===== config.mk =====
export PLATFORM = sky130hd
export DESIGN_NAME = bgp_port
export DESIGN_NICKNAME = d
export VERILOG_FILES = /design/src/hw/bgp_sync.v /design/src/hw/bgp_setclr.v /design/src/hw/bgp_port.v
export VERILOG_INCLUDE_DIRS = /design/src /design/src/hw
export SDC_FILE = /design/constraint.sdc
export NUM_CORES = 1
export LEC_CHECK = 0
export ABC_CLOCK_PERIOD_IN_PS = 2100
export BUFFER_PORTS_ARGS = -buffer_cell sky130_fd_sc_hd__buf_2
export CELL_PAD_IN_SITES_DETAIL_PLACEMENT = 2
export CELL_PAD_IN_SITES_GLOBAL_PLACEMENT = 2
export CORE_ASPECT_RATIO = 2
export CORE_MARGIN = 8
export CORE_UTILIZATION = 28
export DETAILED_ROUTE_END_ITERATION = 8
export GPL_TIMING_DRIVEN = 0
export PLACE_DENSITY = 0.77
export SLEW_MARGIN = 30
export SYNTH_ARGS = -nofsm -noshare
export SYNTH_HDL_FRONTEND = slang
export SYNTH_SLANG_ARGS = --single-unit

===== constraint.sdc =====
create_clock -name ref_clk -period 2.1 [get_ports ref_clk]
set_clock_uncertainty 0.15 [all_clocks]
set_input_delay 0.21 -clock ref_clk [delete_from_list [all_inputs] [get_ports ref_clk]]
set_output_delay 0.21 -clock ref_clk [all_outputs]
set_load 0.01 [all_outputs]

===== src/hw/bgp_map.vh =====
/*
 * Register map of the bridge general-purpose pin block: offsets, field positions,
 * reset values and response codes.
 * Assumes it is included by bare name from the block's design files.
 */
`ifndef BGP_MAP_VH
`define BGP_MAP_VH

// ****************************************************************************
// Register offsets (byte addresses)
// ****************************************************************************
`define BGP_EXT_OFFSET     12'h300
`define BGP_XTR_OFFSET     12'h304
`define BGP_ADDR_W         12

// ****************************************************************************
// Extended pin register fields
// ****************************************************************************
`define BGP_EXT_N          3
`define BGP_EXT_OUT_CLR_LO 0
`define BGP_EXT_OUT_SET_LO 3
`define BGP_EXT_OE_CLR_LO  6
`define BGP_EXT_OE_SET_LO  9
`define BGP_EXT_IN_LO      12

// ****************************************************************************
// Extra pin register fields
// ****************************************************************************
`define BGP_XTR_N          4
`define BGP_XTR_OUT_CLR_LO 0
`define BGP_XTR_OUT_SET_LO 4
`define BGP_XTR_OE_CLR_LO  8
`define BGP_XTR_OE_SET_LO  12
`define BGP_XTR_IN_LO      16

// ****************************************************************************
// Reset values and responses
// ****************************************************************************
`define BGP_EXT_RESET      3'h0
`define BGP_XTR_RESET      4'h0
`define BGP_RESP_OKAY      2'h0
`define BGP_RESP_SLVERR    2'h2

`endif


===== src/hw/bgp_sync.v =====
/*
 * Three-stage input synchroniser for a group of pins with agreement filter.
 * Assumes asynchronous pin levels and the block clock ref_clk.
 */
`default_nettype none

module bgp_sync #(
  parameter W = 4
) (
  input  wire         ref_clk,
  input  wire         rstn,
  input  wire [W-1:0] pin_async,
  output reg  [W-1:0] pin_level
);

  reg [W-1:0] stage1;
  reg [W-1:0] stage2;
  reg [W-1:0] stage3;

  // A change is accepted only once the second and third stages agree.
  always @(posedge ref_clk) begin
    if (!rstn) begin
      stage1    <= {W{1'b0}};
      stage2    <= {W{1'b0}};
      stage3    <= {W{1'b0}};
      pin_level <= {W{1'b0}};
    end else begin
      stage1    <= pin_async;
      stage2    <= stage1;
      stage3    <= stage2;
      pin_level <= (stage2 & stage3) | (pin_level & (stage2 | stage3));
    end
  end

endmodule

`default_nettype wire


===== src/hw/bgp_setclr.v =====
/*
 * Write-one-to-set / write-one-to-clear storage for a group of output bits.
 * Assumes a one-cycle write strobe from the register slave on the same clock.
 */
`default_nettype none

module bgp_setclr #(
  parameter W = 4
) (
  input  wire         ref_clk,
  input  wire         rstn,
  input  wire         wr,
  input  wire [W-1:0] set_bits,
  input  wire [W-1:0] clr_bits,
  output reg  [W-1:0] state
);

  // Set is applied after clear, so a pin with both bits ends up set.
  always @(posedge ref_clk) begin
    if (!rstn) begin
      state <= {W{1'b0}};
    end else if (wr) begin
      state <= (state & ~clr_bits) | set_bits;
    end
  end

endmodule

`default_nettype wire


===== src/hw/bgp_port.v =====
/*
 * Bridge general-purpose pin block: three bidirectional extended pins, four
 * output-only and four input-only extra pins, reached over AXI4-Lite.
 * Assumes a single clock ref_clk (25 MHz) and synchronous active-low rstn.
 * The pad ring combines pin_out and pin_oe into the actual pad drive.
 * A write lands on the pins at the edge where bvalid rises, one edge after both
 * halves of the write are held; a read answers one edge after it is taken.
 * Pin levels show in the read data five edges after a steady change, so software
 * that polls faster than that sees the old level.
 * Unmapped word addresses answer with an error response and read as zero.
 */
// Overview of operation
// - Ones in bits 2:0 of the extended register drive that pin low.
// - Ones in bits 5:3 of the extended register drive that pin high.
// - Ones in bits 8:6 turn the extended pin driver off.
// - Ones in bits 11:9 turn the driver on; bits 14:12 read pin levels.
// - Ones in bits 3:0 of the extra register clear that output.
// - Ones in bits 7:4 of the extra register set that output.
// - Ones in bits 11:8 disable that extra output driver.
// - Ones in bits 15:12 enable that extra output driver.
// - Bits 19:16 read extra inputs; all outputs and enables reset cleared.
`include "bgp_map.vh"
`default_nettype none

module bgp_port (
  input  wire        ref_clk,
  input  wire        rstn,
  // AXI4-Lite slave.
  input  wire [11:0] s_axi_awaddr,
  input  wire [2:0]  s_axi_awprot,
  input  wire        s_axi_awvalid,
  output wire        s_axi_awready,
  input  wire [31:0] s_axi_wdata,
  input  wire [3:0]  s_axi_wstrb,
  input  wire        s_axi_wvalid,
  output wire        s_axi_wready,
  output reg  [1:0]  s_axi_bresp,
  output reg         s_axi_bvalid,
  input  wire        s_axi_bready,
  input  wire [11:0] s_axi_araddr,
  input  wire [2:0]  s_axi_arprot,
  input  wire        s_axi_arvalid,
  output wire        s_axi_arready,
  output reg  [31:0] s_axi_rdata,
  output reg  [1:0]  s_axi_rresp,
  output reg         s_axi_rvalid,
  input  wire        s_axi_rready,
  // Extended bidirectional pins 6 down to 4.
  input  wire [2:0]  ext_pin_in,
  output wire [2:0]  ext_pin_out,
  output wire [2:0]  ext_pin_oe,
  // Extra output-only and input-only pins.
  output wire [3:0]  xtr_out,
  output wire [3:0]  xtr_oe,
  input  wire [3:0]  xtr_in
);

  // ****************************************************************************
  // Write channel capture
  // ****************************************************************************
  reg  [11:0] aw_addr;
  reg         aw_held;
  reg  [31:0] w_data;
  reg  [3:0]  w_strb;
  reg         w_held;
  wire        do_write;
  wire        ext_hit;
  wire        xtr_hit;
  wire [31:0] wmask;

  function [31:0] strb_mask;
    input [3:0] strb;
    begin
      strb_mask = {{8{strb[3]}}, {8{strb[2]}}, {8{strb[1]}}, {8{strb[0]}}};
    end
  endfunction

  function is_hit;
    input [11:0] addr;
    input [11:0] offs;
    begin
      is_hit = (addr[11:2] == offs[11:2]);
    end
  endfunction

  // Both channels share one decode, so a write and a read to the same word
  // can never disagree on whether it is mapped.
  function [1:0] decode_resp;
    input [11:0] addr;
    begin
      if (is_hit(addr, `BGP_EXT_OFFSET) || is_hit(addr, `BGP_XTR_OFFSET)) begin
        decode_resp = `BGP_RESP_OKAY;
      end else begin
        decode_resp = `BGP_RESP_SLVERR;
      end
    end
  endfunction

  // Address and data are taken in either order; each waits while held.
  assign s_axi_awready = !aw_held && !s_axi_bvalid;
  assign s_axi_wready  = !w_held && !s_axi_bvalid;
  assign do_write      = aw_held && w_held;

  always @(posedge ref_clk) begin
    if (!rstn) begin
      aw_addr      <= 12'h000;
      aw_held      <= 1'b0;
      w_data       <= 32'h00000000;
      w_strb       <= 4'h0;
      w_held       <= 1'b0;
      s_axi_bvalid <= 1'b0;
      s_axi_bresp  <= `BGP_RESP_OKAY;
    end else begin
      if (s_axi_awvalid && s_axi_awready) begin
        aw_addr <= s_axi_awaddr;
        aw_held <= 1'b1;
      end
      if (s_axi_wvalid && s_axi_wready) begin
        w_data <= s_axi_wdata;
        w_strb <= s_axi_wstrb;
        w_held <= 1'b1;
      end
      if (do_write) begin
        aw_held      <= 1'b0;
        w_held       <= 1'b0;
        s_axi_bvalid <= 1'b1;
        s_axi_bresp  <= decode_resp(aw_addr);
      end else if (s_axi_bvalid && s_axi_bready) begin
        s_axi_bvalid <= 1'b0;
      end
    end
  end

  assign ext_hit = is_hit(aw_addr, `BGP_EXT_OFFSET);
  assign xtr_hit = is_hit(aw_addr, `BGP_XTR_OFFSET);
  assign wmask   = w_data & strb_mask(w_strb);

  // ****************************************************************************
  // Output and enable storage
  // ****************************************************************************
  wire ext_wr;
  wire xtr_wr;

  // Read-only and reserved bits are simply never looked at on a write.
  assign ext_wr = do_write && ext_hit;
  assign xtr_wr = do_write && xtr_hit;

  // ****************************************************************************
  // Field slices of the masked write word
  // ****************************************************************************
  // Byte strobes are applied before the split, so a lane that is off carries
  // no ones and changes nothing in any field that lies in it.
  wire [2:0] ext_out_set;
  wire [2:0] ext_out_clr;
  wire [2:0] ext_oe_set;
  wire [2:0] ext_oe_clr;
  wire [3:0] xtr_out_set;
  wire [3:0] xtr_out_clr;
  wire [3:0] xtr_oe_set;
  wire [3:0] xtr_oe_clr;

  assign ext_out_set = wmask[`BGP_EXT_OUT_SET_LO +: `BGP_EXT_N];
  assign ext_out_clr = wmask[`BGP_EXT_OUT_CLR_LO +: `BGP_EXT_N];
  assign ext_oe_set  = wmask[`BGP_EXT_OE_SET_LO +: `BGP_EXT_N];
  assign ext_oe_clr  = wmask[`BGP_EXT_OE_CLR_LO +: `BGP_EXT_N];
  assign xtr_out_set = wmask[`BGP_XTR_OUT_SET_LO +: `BGP_XTR_N];
  assign xtr_out_clr = wmask[`BGP_XTR_OUT_CLR_LO +: `BGP_XTR_N];
  assign xtr_oe_set  = wmask[`BGP_XTR_OE_SET_LO +: `BGP_XTR_N];
  assign xtr_oe_clr  = wmask[`BGP_XTR_OE_CLR_LO +: `BGP_XTR_N];

  // ****************************************************************************
  // Storage groups
  // ****************************************************************************
  // Every group clears in reset, so no pin is driven until software asks.
  bgp_setclr #(.W(`BGP_EXT_N)) u_ext_out (
    .ref_clk  (ref_clk),
    .rstn     (rstn),
    .wr       (ext_wr),
    .set_bits (ext_out_set),
    .clr_bits (ext_out_clr),
    .state    (ext_pin_out)
  );

  bgp_setclr #(.W(`BGP_EXT_N)) u_ext_oe (
    .ref_clk  (ref_clk),
    .rstn     (rstn),
    .wr       (ext_wr),
    .set_bits (ext_oe_set),
    .clr_bits (ext_oe_clr),
    .state    (ext_pin_oe)
  );

  bgp_setclr #(.W(`BGP_XTR_N)) u_xtr_out (
    .ref_clk  (ref_clk),
    .rstn     (rstn),
    .wr       (xtr_wr),
    .set_bits (xtr_out_set),
    .clr_bits (xtr_out_clr),
    .state    (xtr_out)
  );

  bgp_setclr #(.W(`BGP_XTR_N)) u_xtr_oe (
    .ref_clk  (ref_clk),
    .rstn     (rstn),
    .wr       (xtr_wr),
    .set_bits (xtr_oe_set),
    .clr_bits (xtr_oe_clr),
    .state    (xtr_oe)
  );

  // ****************************************************************************
  // Input synchronisers
  // ****************************************************************************
  wire [2:0] ext_level;
  wire [3:0] xtr_level;

  bgp_sync #(.W(`BGP_EXT_N)) u_ext_sync (
    .ref_clk   (ref_clk),
    .rstn      (rstn),
    .pin_async (ext_pin_in),
    .pin_level (ext_level)
  );

  bgp_sync #(.W(`BGP_XTR_N)) u_xtr_sync (
    .ref_clk   (ref_clk),
    .rstn      (rstn),
    .pin_async (xtr_in),
    .pin_level (xtr_level)
  );

  // ****************************************************************************
  // Read channel
  // ****************************************************************************
  reg  [31:0] next_rdata;
  reg  [1:0]  next_rresp;
  wire        rd_ext_hit;
  wire        rd_xtr_hit;

  // Both fields of a pair show the stored state, the input field the pin level; everything else reads zero.
  function [31:0] ext_word;
    input [2:0] out_val;
    input [2:0] oe_val;
    input [2:0] in_val;
    begin
      ext_word = 32'h00000000;
      ext_word[`BGP_EXT_OUT_CLR_LO +: `BGP_EXT_N] = out_val;
      ext_word[`BGP_EXT_OUT_SET_LO +: `BGP_EXT_N] = out_val;
      ext_word[`BGP_EXT_OE_CLR_LO +: `BGP_EXT_N]  = oe_val;
      ext_word[`BGP_EXT_OE_SET_LO +: `BGP_EXT_N]  = oe_val;
      ext_word[`BGP_EXT_IN_LO +: `BGP_EXT_N]      = in_val;
    end
  endfunction

  function [31:0] xtr_word;
    input [3:0] out_val;
    input [3:0] oe_val;
    input [3:0] in_val;
    begin
      xtr_word = 32'h00000000;
      xtr_word[`BGP_XTR_OUT_CLR_LO +: `BGP_XTR_N] = out_val;
      xtr_word[`BGP_XTR_OUT_SET_LO +: `BGP_XTR_N] = out_val;
      xtr_word[`BGP_XTR_OE_CLR_LO +: `BGP_XTR_N]  = oe_val;
      xtr_word[`BGP_XTR_OE_SET_LO +: `BGP_XTR_N]  = oe_val;
      xtr_word[`BGP_XTR_IN_LO +: `BGP_XTR_N]      = in_val;
    end
  endfunction

  assign rd_ext_hit = is_hit(s_axi_araddr, `BGP_EXT_OFFSET);
  assign rd_xtr_hit = is_hit(s_axi_araddr, `BGP_XTR_OFFSET);

  // The word is built from the current state, so a read that follows a write
  // response already sees the new value.
  always @* begin
    next_rdata = 32'h00000000;
    next_rresp = decode_resp(s_axi_araddr);
    if (rd_ext_hit) begin
      next_rdata = ext_word(ext_pin_out, ext_pin_oe, ext_level);
    end else if (rd_xtr_hit) begin
      next_rdata = xtr_word(xtr_out, xtr_oe, xtr_level);
    end
  end

  assign s_axi_arready = !s_axi_rvalid;

  always @(posedge ref_clk) begin
    if (!rstn) begin
      s_axi_rvalid <= 1'b0;
      s_axi_rdata  <= 32'h00000000;
      s_axi_rresp  <= `BGP_RESP_OKAY;
    end else if (s_axi_arvalid && s_axi_arready) begin
      s_axi_rvalid <= 1'b1;
      s_axi_rdata  <= next_rdata;
      s_axi_rresp  <= next_rresp;
    end else if (s_axi_rvalid && s_axi_rready) begin
      s_axi_rvalid <= 1'b0;
    end
  end

endmodule

`default_nettype wire


Word level (Yosys, flattened, before mapping)
Cells that the tools add are included.
{ "word_totals": {"inputBits": 80, "mem_count": 0, "latch_bits": 0, "mem_bits_ro": 0, "regBits": 112, "mem_bits_rw": 0} }
{ "op_classes": {"bitwise_logic": 22, "muxes": 8, "eq_ne": 4, "n_mul": 0, "n_reduce_logical": 19, "div_mod_pow": 0, "addsub": 0, "n_shift": 0, "order_cmp": 0} }
{ "ops": {"columns": ["cell", "n"], "rows": [
  ["10-bit by 8-bit equality test with 1-bit output (second input constant)", 4],
  ["20-bit 2-to-1 mux", 2],
  ["16-bit AND", 1],
  ["4-bit AND", 4],
  ["4-bit bitwise OR", 4],
  ["3-bit AND", 4],
  ["3-bit bitwise OR", 4],
  ["1-bit logical AND", 10],
  ["4-bit NOT", 2],
  ["3-bit NOT", 2],
  ["1-bit zero test", 4],
  ["1-bit 2-to-1 mux", 4],
  ["2-bit 2-to-1 mux", 2],
  ["2-bit nonzero test", 2],
  ["1-bit logical OR", 2],
  ["2-bit OR reduction", 1],
  ["1-bit NOT", 1]
]} }

Depth between registers and ports, before layout
{ "logic_depth": {"depth_word": 4, "mapped_depth": 6, "depth_no_buf": 4} }

Modules after synthesis
A second synthesis with hierarchy kept.
{ "hier_totals": {"cells_unflattened": 380, "hier_area_um2": 3808.7} }
{ "modules_own_cells": {"columns": ["mod", "cells_per_inst", "area_per_inst_um2", "instances"], "rows": [
  ["bgp_port", 252, 2416.1, 1],
  ["bgp_sync at u_xtr_sync", 41, 481.7, 1],
  ["bgp_sync at u_ext_sync", 31, 367.9, 1],
  ["bgp_setclr at u_xtr_oe ...", 16, 155.1, 2],
  ["bgp_setclr at u_ext_oe ...", 12, 116.4, 2]
]} }

Worst setup path after synthesis
OpenSTA, ideal clock, no wires.
{ "synth_path": {"path_kind": "register -> register", "startpoint": "register aw_addr[4]", "endpoint": "register u_ext_out.state[1]", "setup_slack_ns": 0.242, "setup_ns": 0.126, "path_buffers": 1, "required_time_ns": 1.824, "path_stages_with_launch": 6, "t_arrival_ns": 1.581, "synth_period_minus_slack_ns": 1.858, "cell_sequence": "dfxtp_1 > or4_4 > or2_4 > buf_6 > nor4_1 > o22ai_1"} }
{ "synth_between": {"elab_chain_cells": 2} }
{ "synth_lines": {"columns": ["item", "line", "source"], "rows": [
  ["from (decl)", "bgp_port.v:61", "reg [11:0] aw_addr;"],
  ["from (signal assigned)", "bgp_port.v:115", "aw_addr <= s_axi_awaddr;"],
  ["10-bit by 8-bit equality test with 1-bit output", "bgp_port.v:82", "is_hit = (addr[11:2] == offs[11:2]);"],
  ["1-bit logical AND", "bgp_port.v:145", "assign ext_wr = do_write && ext_hit;"],
  ["to (signal assigned)", "bgp_setclr.v:21", "state <= {W{1'b0}};"],
  ["to (signal assigned)", "bgp_setclr.v:23", "state <= (state & ~clr_bits) | set_bits;"],
  ["to (decl)", "bgp_setclr.v:15", "output reg [W-1:0] state"]
]} }
Every way passes these cells.
A chain may end at the register's enable or synchronous reset.

Worst setup path after layout
{ "layout_path": {"startpoint": "register aw_addr[4]", "endpoint": "register u_ext_out.state[2]"} }
Same word-level chain as after synthesis.

==> impl_metrics.json <==
{
  "insertedDiodeCount": 0,
  "clk_path_buf_depth": 2,
  "finalCriticalPeriod_ns": 2.05,
  "row_count": 59,
  "path_class": "reg -> reg",
  "slew_violations": 0,
  "die_x_um": 97.1,
  "port_buffers": 92,
  "htree_levels": 3,
  "max_freq_mhz": 487,
  "ioPinCount": 135,
  "place.detailed.hpwl_mm": 9.31,
  "wl_per_cell_um": 16.4,
  "setup_viol_count_final": 0,
  "final_common_cell": "nand2_1",
  "power.leakage_nw": 2.08,
  "layout-drive-gt1-share": 0.228,
  "initial_core_util": 0.285,
  "finalPower_w": 0.00392,
  "finalWorstSetupSlack_ns": 0.0477,
  "slew_headroom": 0.567,
  "mostFrequentLayoutCells": "nand2_1 (111), dfxtp_1 (96), buf_2 (94)",
  "grt.busiest_layer": "met2",
  "synth_edf_count": 0,
  "arrival_ns": 2.13,
  "area_delta_synth_final_pct": 36.9,
  "end_kind": "register",
  "tightest_slew_ns": 0.649,
  "synth_seq_area_share": 0.522,
  "n_fill_cell": 1454,
  "synth_top_flop_cell": "dfxtp_1",
  "viasPerCell": 4.74,
  "grt_max_degree": 20,
  "met2_usage": 0.290,
  "cts_tree": "yes",
  "power.density_nw_per_um2": 777,
  "max_stage_delay_ns": 0.58,
  "required_ns": 2.18,
  "synth_cell_types": 37,
  "syn_avg_cell_area_um2": 8.67,
  "vias": 3472,
  "ys_ff_latch": 96,
  "cts_sinks": 96,
  "crit_path_cell_trace": "or4_4, or2_4, buf_6, nor4_1, o22ai_1",
  "drtAntennaViolNets": 0,
  "critPathLaunchType": "register",
  "ys_warn_count": 0,
  "rsz0062_at_grt": "yes",
  "synth_area_um2": 3680,
  "grt_pass1_vias": 4073,
  "synthArstFlopShare": 0,
  "cts_root_buf": "clkbuf_16",
  "use_met3": 0.0310,
  "critPathTopFamily": "simple AND/OR/NAND/NOR gates",
  "vdd_drop_max_v": 0.000391,
  "first_iter_violations": 80,
  "core_area_um2": 12900,
  "place_ws_ns": -0.0000275,
  "netlist_instances": 425,
  "gr-usage-met1": 0.132,
  "track_usage": 0.144,
  "antenna_found_initial": 0,
  "gp_congestion": 0.763,
  "maxCapViolations": 0,
  "grt_overflow": 0,
  "hp-class": "in -> reg",
  "dieArea_um2": 17300,
  "grt_pass1_wl_mm": 20.2,
  "path_clk_slew_ns": 0.07,
  "insertion_delay_ns": 0.35,
  "numCtsBuffers": 9,
  "dr.pass1.iters": 3,
  "period_share": 0.977,
  "die_h_um": 178,
  "critPathMaxFanout": 10,
  "cp_slowest_cell": "or4_4",
  "layout.nets": 655,
  "hold_viol_final": 0,
  "remaining_drc_errors": 0,
  "routed_wl_mm": 12.0,
  "crit_buf_inv": 1,
  "status": "complete, no violations"
}
[report_power, final]
| part | internal [W] | switching (W) |
|---|---|---|
| combinational | 0.000172 | 0.000194 |
| clock | 0.000843 | 0.000787 |
| sequential | 0.00188 | 0.0000417 |
[flip-flops by register name, summed over array words and instances (netlist names)]
name,flops
u_xtr_out.state,4
u_xtr_sync.pin_level,4
u_xtr_sync.stage2,4
u_ext_sync.stage1,3
w_strb,2
u_ext_oe.state,3
u_ext_sync.stage3,3
s_axi_bvalid,1
aw_held,1
u_xtr_sync.stage3,4
u_ext_sync.stage2,3
w_data,16
s_axi_bresp,1
u_ext_sync.pin_level,3
s_axi_rresp,1
aw_addr,10
u_xtr_oe.state,4
s_axi_rvalid,1
u_ext_out.state,3
s_axi_rdata,20
u_xtr_sync.stage1,4
w_held,1
[Yosys cell counts, types with 2 or more instances]
master | number | area share
nand2_1 | 111 | 0.11
dfxtp_1 | 96 | 0.52
a21boi_0 | 43 | 0.088
o21ai_0 | 34 | 0.046
and2_1 | 23 | 0.039
clkbuf_1 | 22 | 0.022
a21oi_1 | 15 | 0.020
buf_4 | 14 | 0.029
nor2b_1 | 8 | 0.014
nand3_1 | 5 | 0.0068
nand4_1 | 5 | 0.0085
nor2_1 | 5 | 0.0051
nor4_1 | 5 | 0.0085
nand2b_1 | 4 | 0.0068
mux2i_1 | 3 | 0.0081
o21ai_1 | 3 | 0.0041
o311ai_1 | 3 | 0.0071
a21o_1 | 2 | 0.0041
buf_2 | 2 | 0.0027
nand4b_1 | 2 | 0.0048
nor3_1 | 2 | 0.0027
nor3b_1 | 2 | 0.0041
o22ai_1 | 2 | 0.0034
[path summary, 6_finish.rpt]
kind | start | endpoint | slack (ns) | cells after the start
setup / recovery | aw_addr[4] | u_ext_out.state[2] | 0.05 | 5
hold / removal | s_axi_awaddr[2] | aw_addr[2] | 0.001 | 3
setup reg to reg | aw_addr[4] | u_ext_out.state[2] | 0.05 | 5
hold reg to reg | u_xtr_sync.stage1[3] | u_xtr_sync.stage2[3] | 0.29 | 1
[cell families after synthesis]
logic type | synth area share
DFF | 0.522
other | 0.00102
buffers and inverters | 0.0587
and+or+nand+nor | 0.230
AOI/OAI and AO/OA | 0.180
muxes | 0.00815
[worst register-to-register path, cell delays in order (launching register included)]
cell and delay [ns]:
dfxtp_1 0.31, or4_4 0.58, or2_4 0.30, buf_6 0.15, nor4_1 0.30, o22ai_1 0.14
[through the flow]
stage / utilization / TNS [ns] / hold slack, ns / instance area [um2] / instances
2_1_floorplan: - / 0 / 0.187 / 3730 / 438
3_3_place_gp: 0.339 / 0 / 0.265 / 4380 / 682
3_5_place_dp: 0.339 / -0.0000275 / 0.275 / 4380 / 682
4_1_cts: 0.390 / 0 / 0.000816 / 5040 / 732
5_1_grt: 0.390 / -0.0198 / 0.0220 / 5040 / 732
6_report: 0.390 / 0 / 0.00102 / 5040 / 732
[final cells by class]
cell class / instances / area [um2] / area share
sequential: 96 / 1920 / 0.381
tap: 152 / 190 / 0.0377
timing repair buffer: 126 / 801 / 0.159
clock buffer: 9 / 225 / 0.0447
clock inverter: 7 / 73.8 / 0.0146
inverter: 1 / 3.75 / 0.000744
buffer: 40 / 214 / 0.0424
multi-input combinational: 301 / 1610 / 0.320
[layer usage]
layer  vias to the layer above  part of all wire
li1                       1706                 -
met1                      1675              0.35
met2                        73              0.59
met3                        18             0.039
met4                         0             0.025
met5                         -                 0
[what timing repair did]
| action | in CTS | in global routing |
|---|---|---|
| hold buffers | 34 | 0 |
| endpoints found under the setup margin | 6 | 13 |
| resized for setup | 2 | 3 |
| cloned | 0 | 0 |
| setup buffers | 0 | 0 |
| endpoints found under the hold margin | 33 | 0 |
Note: power is estimated with default switching activity, not from simulation.
